File: config.mk
export PLATFORM = sky130hd
export DESIGN_NAME = sensor_fault_status_flags
export DESIGN_NICKNAME = d
export VERILOG_FILES = /design/src/core/sensor_fault_status_flags.v /design/src/core/sticky_flag.v
export VERILOG_INCLUDE_DIRS = /design/src /design/src/shared
export SDC_FILE = /design/constraint.sdc
export NUM_CORES = 1
export LEC_CHECK = 0
export BUFFER_PORTS_ARGS = -buffer_cell sky130_fd_sc_hd__buf_2
export CORE_ASPECT_RATIO = 0.9
export CORE_MARGIN = 4
export CORE_UTILIZATION = 39
export DETAILED_ROUTE_END_ITERATION = 7
export GPL_TIMING_DRIVEN = 0
export PLACE_DENSITY = 0.77
export SYNTH_ARGS = -nofsm -noshare
export SYNTH_HDL_FRONTEND = slang
export SYNTH_SLANG_ARGS = --single-unit
File: constraint.sdc
create_clock -name ref_clk -period 0.9 [get_ports ref_clk]
set_clock_uncertainty 0.1 [all_clocks]
set_input_delay 0 -clock ref_clk [delete_from_list [all_inputs] [get_ports ref_clk]]
set_output_delay 0 -clock ref_clk [all_outputs]
set_load 0.01 [all_outputs]
File: src/shared/fault_flags_consts.vh
`ifndef FAULT_FLAGS_CONSTS_VH
`define FAULT_FLAGS_CONSTS_VH
// ==========================================
// Register offsets
`define FAULT_FLAGS_ADDR 16'h0000
// ==========================================
// Bit positions
`define BIT_SELF_DIAG 4
`define BIT_NO_MEAS 7
`define BIT_LOW_VREG 8
`define BIT_MEAS_TIMEOUT 9
`define BIT_BAD_SAMPLE 10
`define BIT_HEATER_MEAS 11
`define BIT_HEATER_CFG 12
`define BIT_OUTPUT_CFG 13
`define BIT_TEMP_RANGE 14
`define BIT_SCALE_ERR 15
// ==========================================
// Reset values
`define FAULT_FLAGS_RESET 16'h0080
`endif

File: src/core/sensor_fault_status_flags.v
`timescale 1ns/1ps
`default_nettype none
`include "fault_flags_consts.vh"
module sensor_fault_status_flags #(
   parameter ADDR_W = 16
) (
   input wire ref_clk,
   input wire rst_n,
   input wire measDone,
   input wire measOk,
   input wire measTimeout,
   input wire badSample,
   input wire brownoutReset,
   input wire resetCmd,
   input wire faultClearWrite,
   input wire heaterMeasFail,
   input wire heaterCfgBad,
   input wire outputCfgBad,
   input wire heaterTempOutOfRange,
   input wire scaleFactorValid,
   input wire [ADDR_W-1:0] readAddr,
   output reg [15:0] readData,
   output wire selfDiagFlag,
   output reg [15:0] fault_flags
);
   // ==========================================
   // Constants
   localparam STICKY_N = 4;
   localparam LIVE_N = 4;
   localparam [15:0] RESET_WORD = `FAULT_FLAGS_RESET;
   localparam [15:0] STATUS_ADDR = `FAULT_FLAGS_ADDR;
   localparam [STICKY_N-1:0] STICKY_RESET = {
      RESET_WORD[`BIT_BAD_SAMPLE],
      RESET_WORD[`BIT_MEAS_TIMEOUT],
      RESET_WORD[`BIT_LOW_VREG],
      RESET_WORD[`BIT_NO_MEAS]
   };
   localparam [LIVE_N-1:0] LIVE_RESET = {
      RESET_WORD[`BIT_TEMP_RANGE],
      RESET_WORD[`BIT_OUTPUT_CFG],
      RESET_WORD[`BIT_HEATER_CFG],
      RESET_WORD[`BIT_HEATER_MEAS]
   };
   localparam [0:0] SCALE_RESET = RESET_WORD[`BIT_SCALE_ERR];

   // ==========================================
   // Event flags
   wire [STICKY_N-1:0] stickySet;
   wire [STICKY_N-1:0] stickyClr;
   wire [STICKY_N-1:0] stickyQ;
   wire goodMeas;
   wire noMeas;
   wire lowVreg;
   wire timeoutFlag;
   wire badSampleFlag;

   // ==========================================
   // Scale factor state
   reg scaleErr_q;
   reg scaleErr_d;
   reg pendingValid_q;
   wire scaleClear;

   // ==========================================
   // Live indications and read port
   wire [LIVE_N-1:0] liveIn;
   wire [LIVE_N-1:0] liveFlags;
   wire addrHit;
   reg [15:0] readData_d;

   // ==========================================
   // Set and clear sources
   // Good measurement clears
   assign goodMeas = measDone & measOk;

   assign stickySet[0] = 1'b0;
   assign stickyClr[0] = measDone;

   assign stickySet[1] = brownoutReset;
   assign stickyClr[1] = resetCmd | faultClearWrite;

   assign stickySet[2] = measTimeout;
   assign stickyClr[2] = goodMeas;

   assign stickySet[3] = badSample;
   assign stickyClr[3] = goodMeas;

   // ==========================================
   // Sticky flag bank
   // Set wins, so an event in a clearing cycle survives
   genvar s;
   generate
      for (s = 0; s < STICKY_N; s = s + 1) begin : gSticky
         sticky_flag #(
            .RESET_VAL(STICKY_RESET[s])
         ) uFlag (
            .ref_clk(ref_clk),
            .rst_n(rst_n),
            .setEvt(stickySet[s]),
            .clrEvt(stickyClr[s]),
            .flag_q(stickyQ[s])
         );
      end
   endgenerate

   assign noMeas = stickyQ[0];
   assign lowVreg = stickyQ[1];
   assign timeoutFlag = stickyQ[2];
   assign badSampleFlag = stickyQ[3];

   // ==========================================
   // Scale factor
   // Valid before reset
   assign scaleClear = resetCmd & pendingValid_q & scaleFactorValid;

   always @* begin
      scaleErr_d = scaleErr_q;
      if (!scaleFactorValid) begin
         scaleErr_d = 1'b1;
      end else if (scaleClear) begin
         scaleErr_d = 1'b0;
      end
   end

   // Power cycle clears too; a still bad factor sets again
   always @(posedge ref_clk) begin
      if (!rst_n) begin
         scaleErr_q <= SCALE_RESET;
         pendingValid_q <= 1'b0;
      end else begin
         scaleErr_q <= scaleErr_d;
         pendingValid_q <= scaleFactorValid;
      end
   end

   // ==========================================
   // Live indications
   // Heater measurement, heater config, output config and temperature range faults
   assign liveIn = {heaterTempOutOfRange, outputCfgBad, heaterCfgBad, heaterMeasFail};

   genvar l;
   generate
      for (l = 0; l < LIVE_N; l = l + 1) begin : gLive
         reg live_q;
         always @(posedge ref_clk) begin
            if (!rst_n) begin
               live_q <= LIVE_RESET[l];
            end else begin
               live_q <= liveIn[l];
            end
         end
         assign liveFlags[l] = live_q;
      end
   endgenerate

   // ==========================================
   // Self-diagnostics
   // Follows either cause
   assign selfDiagFlag = timeoutFlag | badSampleFlag;

   // ==========================================
   // Status word
   // Unused bits 0-3, 5 and 6 read as zero
   always @* begin
      fault_flags = 16'h0000;
      fault_flags[`BIT_SELF_DIAG] = selfDiagFlag;
      fault_flags[`BIT_NO_MEAS] = noMeas;
      fault_flags[`BIT_LOW_VREG] = lowVreg;
      fault_flags[`BIT_MEAS_TIMEOUT] = timeoutFlag;
      fault_flags[`BIT_BAD_SAMPLE] = badSampleFlag;
      fault_flags[`BIT_HEATER_MEAS] = liveFlags[0];
      fault_flags[`BIT_HEATER_CFG] = liveFlags[1];
      fault_flags[`BIT_OUTPUT_CFG] = liveFlags[2];
      fault_flags[`BIT_TEMP_RANGE] = liveFlags[3];
      fault_flags[`BIT_SCALE_ERR] = scaleErr_q;
   end

   // ==========================================
   // Read port
   // Read-only word
   assign addrHit = (readAddr == STATUS_ADDR[ADDR_W-1:0]);

   always @* begin
      if (addrHit) begin
         readData_d = fault_flags;
      end else begin
         readData_d = 16'h0000;
      end
   end

   // No write path, so the word stays read-only
   always @(posedge ref_clk) begin
      if (!rst_n) begin
         readData <= RESET_WORD;
      end else begin
         readData <= readData_d;
      end
   end
endmodule // sensor_fault_status_flags
`default_nettype wire

File: src/core/sticky_flag.v
`timescale 1ns/1ps
`default_nettype none
// ==========================================
// Sticky flag, set wins over clear
module sticky_flag #(
   parameter RESET_VAL = 1'b0
) (
   input wire ref_clk,
   input wire rst_n,
   input wire setEvt,
   input wire clrEvt,
   output reg flag_q
);
   always @(posedge ref_clk) begin
      if (!rst_n) begin
         flag_q <= RESET_VAL;
      end else if (setEvt) begin
         flag_q <= 1'b1;
      end else if (clrEvt) begin
         flag_q <= 1'b0;
      end
   end
endmodule // sticky_flag
`default_nettype wire

Word-level counts from Yosys, hierarchy flattened
Index checks and enable logic that the tools add are counted.
{"block": "classes", "multipliers": 0, "bitwise": 5, "addsub": 0, "div_mod_pow": 0, "reduce_logical": 5, "shift": 0, "n_eq_ne": 1, "n_lt_le_gt_ge": 0, "muxes": 8}
{"cell": "zero test 16 bit", "count": 1}
{"cell": "2-to-1 mux 8 bit", "count": 1}
{"cell": "2-to-1 mux 1 bit", "count": 7}
{"cell": "nonzero test 2 bit", "count": 3}
{"cell": "AND 1 bit", "count": 3}
{"cell": "!= test 2 x 1 -> 1 bit, second input constant", "count": 1}
{"cell": "bitwise OR 1 bit", "count": 2}
{"cell": "AND reduction 2 bit", "count": 1}
{"block": "totals", "ram_bits": 0, "n_memories": 0, "mem_bits_ro": 0, "output_inout_bits": 33, "inputBits": 30, "ff_bits": 26, "latch_bits": 0}

Depth between registers and ports, before layout
{"block": "depth", "depth_word": 4, "ltp_mapped": 3, "depth_no_buf": 3}

Hierarchy
From an unflattened synthesis, not the netlist that was laid out.
{"block": "hier_totals", "cells_unflattened": 88, "area_unflattened_um2": 893.4}
{"module": "sensor_fault_status_flags", "seq_area_each_um2": 320.3, "cells_each": 76, "area_each_um2": 735.7, "n_inst": 1}
{"module": "sticky_flag at gSticky[1].uFlag ...", "seq_area_each_um2": 20.0, "cells_each": 3, "area_each_um2": 41.3, "n_inst": 3}
{"module": "sticky_flag at gSticky[0].uFlag", "seq_area_each_um2": 20.0, "cells_each": 3, "area_each_um2": 33.8, "n_inst": 1}

Worst setup path after synthesis
No wires, ideal clock.
{"block": "synth_path", "path_type": "flip-flop to flip-flop", "start": "register gSticky[3].uFlag.flag_q", "end": "register readData[4]", "setup_slack_ps": 56, "path_buffers": 0, "t_arrival_ps": 626, "synth_period_minus_slack_ps": 844, "setup_time_ps": 118, "required_time_ps": 682, "stages_incl_launch_ff": 4, "path_cell_list": "dfxtp_1 -> inv_1 -> nand2_1 -> nor3b_2"}
{"block": "synth_via", "elab_chain_cells": 1}
{"item": "start, declared", "line_no": "sticky_flag.v:12", "text": "output reg flag_q"}
{"item": "start signal, assigned", "line_no": "sticky_flag.v:16", "text": "flag_q <= RESET_VAL;"}
{"item": "start signal, assigned", "line_no": "sticky_flag.v:18", "text": "flag_q <= 1'b1;"}
{"item": "start signal, assigned", "line_no": "sticky_flag.v:20", "text": "flag_q <= 1'b0;"}
{"item": "bitwise OR 1 bit", "line_no": "sensor_fault_status_flags.v:159", "text": "assign selfDiagFlag = timeoutFlag | badSampleFlag;"}
{"item": "named net selfDiagFlag", "line_no": "sensor_fault_status_flags.v:23", "text": "output wire selfDiagFlag,"}
{"item": "end signal, assigned", "line_no": "sensor_fault_status_flags.v:196", "text": "readData <= readData_d;"}
{"item": "end, declared", "line_no": "sensor_fault_status_flags.v:22", "text": "output reg [15:0] readData,"}
The timed path passes the listed nets, and every way through them passes these cells.
A chain may end at the register's enable or synchronous reset.

Final worst setup path
{"block": "layout_path", "start": "register gSticky[3].uFlag.flag_q", "end": "output fault_flags[4]"}
{"block": "layout_via", "elab_chain_cells": 1}
{"item": "bitwise OR 1 bit", "line_no": "sensor_fault_status_flags.v:159"}
{"item": "end, declared", "line_no": "sensor_fault_status_flags.v:24", "text": "output reg [15:0] fault_flags"}
No other way between the ends.

==> impl_metrics.env <==
export IMPL_failed_checks="negative hold slack, negative setup slack"
export IMPL_synth_seq_cells=20
export IMPL_utilization_pct=67.9
export IMPL_place_congestion=0.666
export IMPL_worstPathCellList="inv_2 -> nand2_2 -> buf_6 -> buf_6"
export IMPL_critical_path_class="flop to primary output"
export IMPL_clk_pin_slew_ns=0.10
export IMPL_cts_tree="built"
export IMPL_grt_first_pass_wirelength_microns=3410
export IMPL_core_area_sq_um=2160
export IMPL_synth_top_area_share_pct=45.4
export IMPL_p_total_mw=1.75
export IMPL_final_layout_size_suffix_gt1_share_pct=60.0
export IMPL_yosys_warnings=0
export IMPL_avgViaCountPerCell=4.19
export IMPL_cts_root_buffer="clkbuf_4"
export IMPL_cp_slowest_cell="dfxtp_2"
export IMPL_worstPathRequired_ns=0.80
export IMPL_startpoint_type="flop"
export IMPL_chipWidth_microns=58.1
export IMPL_min_period_over_period_pct=120
export IMPL_timing_final_ws_setup_ns=-0.183
export IMPL_dp_hpwl_microns=1530
export IMPL_detail_route_wirelength_microns=2130
export IMPL_crit_top_cell="buf_6"
export IMPL_power_density_nw_per_um2=1190
export IMPL_end_kind="primary output"
export IMPL_synthFlopType="dfxtp_1"
export IMPL_synth_edff_count=0
export IMPL_drtIter0Drc=12
export IMPL_worst_path_max_fanout=3
export IMPL_cts_hold_buf=13
export IMPL_stdcell_area_sq_um=1470
export IMPL_hold_viol=10
export IMPL_synth_area_sq_um=882
export IMPL_cts_max_path_buffers=2
export IMPL_grt_pass1_vias=862
export IMPL_dieArea_sq_um=3090
export IMPL_slowest_delay_ns=0.35
export IMPL_drv_cap=0
export IMPL_final_antenna_net_count=0
export IMPL_start_util_pct=40.8
export IMPL_antenna_found_initial=0
export IMPL_grt_setup_unrepaired="yes"
export IMPL_htreeDepth=1
export IMPL_synthCells=88
export IMPL_n_antenna_cell=0
export IMPL_cts_buffers=3
export IMPL_timing_fmax_mhz=923
export IMPL_ioPinCount=63
export IMPL_avgSynthCellArea_sq_um=10.0
export IMPL_ys_async_sr_fraction_pct=0
export IMPL_ys_types=20
export IMPL_grt_usage_pct=14.6
export IMPL_setup_viol=5
export IMPL_area_delta_synth_final_pct=66.5
export IMPL_dr_pass1_iters=2
export IMPL_outcome="finished, violations left"
export IMPL_worst_ep_arrival_time_ns=0.98
export IMPL_irDropWorstVdd_uv=730
export IMPL_clock_sinks=20
export IMPL_period_needed_ns=1.08
export IMPL_ys_seq_area_share_pct=45.4
export IMPL_chipHeight_microns=53.1
export IMPL_drc=0
export IMPL_min_path_type="input pin to flop"
export IMPL_synthTopCellsByCount="buf_4, dfxtp_1, inv_1, nor3_1, and2_1"
export IMPL_clk_latency_ns=0.29
export IMPL_drv_slew=0
export IMPL_nNetsFinal=197
export IMPL_leakage_nw=0.733
export IMPL_rows=16
export IMPL_yosys_cell_count_top_type="buf_4"
export IMPL_portBuffers=50
export IMPL_gr_total_overflow=0
export IMPL_num_vias=804
export IMPL_wl_per_cell_microns=11.1
export IMPL_synth_top_cell_by_area="dfxtp_1"
export IMPL_ys_top_cells_by_area="dfxtp_1, buf_4, nor4_4"
export IMPL_whs_ns=-0.0319
export IMPL_dpl_cell_area_sq_um=1210
export IMPL_grt_max_degree=11
metrics by stage:
| step | setup WS (ns) | setup TNS (ns) | instances |
|---|---|---|---|
| after floorplan | 0.0565 | 0 | 99 |
| after global placement | -0.106 | -0.556 | 176 |
| after detailed placement | -0.123 | -0.859 | 176 |
| after CTS | -0.173 | -0.500 | 191 |
| after global routing | -0.237 | -0.797 | 192 |
| final | -0.183 | -0.549 | 192 |
final timing paths:
| kind | endpoint | cells past startpoint | slack (ns) | startpoint |
|---|---|---|---|---|
| max | fault_flags[4] | 4 | -0.18 | gSticky[3].uFlag.flag_q |
| min | readData[15] | 4 | -0.03 | readAddr[8] |
| max reg2reg | gSticky[3].uFlag.flag_q | 4 | -0.04 | gSticky[3].uFlag.flag_q |
| min reg2reg | readData[11] | 2 | 0.37 | gLive[0].live_q |
sequential cells by signal, summed over array words and instances, names as in the netlist:
signal and cells:
gLive.live_q 4, gSticky.uFlag.flag_q 4, scaleErr_q 1, pendingValid_q 1, readData 10
where the power goes:
| group | switching, mW | internal (mW) | total (mW) |
|---|---|---|---|
| Sequential | 0.0206 | 0.920 | 0.940 |
| Clock | 0.242 | 0.155 | 0.397 |
| Combinational | 0.160 | 0.251 | 0.410 |
layout by cell type (no fill, tap or decap), types with 2 or more instances in the layout:
master	instances
dfxtp_1	11
nor2_1	2
nor2b_1	3
nand2_1	3
dlygate4sd3_1	13
nor3_2	4
nor3_1	5
inv_2	2
nor4_4	2
clkbuf_4	3
a21oi_1	2
dfxtp_2	9
buf_2	40
and2_1	5
conb_1	12
inv_1	7
buf_6	15
buf_4	17
layout make-up:
type / count / area, sq um
Buffer: 15 / 116
Clock buffer: 3 / 22.5
Multi-Input combinational cell: 47 / 337
Tap cell: 27 / 33.8
Sequential cell: 20 / 412
Timing Repair Buffer: 71 / 514
Inverter: 9 / 33.8
Fill cell: 153 / 693
critical path, delay by kind of cell (launching register included):
kind                   cells  cell delay [ns]
DFF                        1             0.35
buffers and inverters      3             0.28
and+or+nand+nor            1             0.06
routing by layer:
| layer | vias up | share of wire [%] | GRT usage, % |
|---|---|---|---|
| met5 | - | 0 | 0 |
| met4 | 0 | 0 | 4.63 |
| met3 | 0 | 11 | 3.41 |
| met2 | 43 | 54 | 29.1 |
| met1 | 363 | 35 | 14.8 |
| li1 | 398 | - | - |
logic make-up (layout without fill, tap and decap cells):
kind of cell / Yosys count / in the layout / share of synthesized area (%)
AND/OR/NAND/NOR: 29 / 29 / 26.7
other: 1 / 12 / 0.425
flip-flops: 20 / 20 / 45.4
buffers and inverters: 32 / 98 / 23.0
AO/OA/AOI/OAI: 6 / 6 / 4.54
what timing repair did:
item | 4_1_cts | 5_1_grt
resized for setup | 27 | 3
hold endpoints to repair | 20 | 8
buffers inserted | 7 | 2
pin swaps | 1 | 3
setup endpoints to repair | 11 | 7
Power figures use the tool's default switching activity.
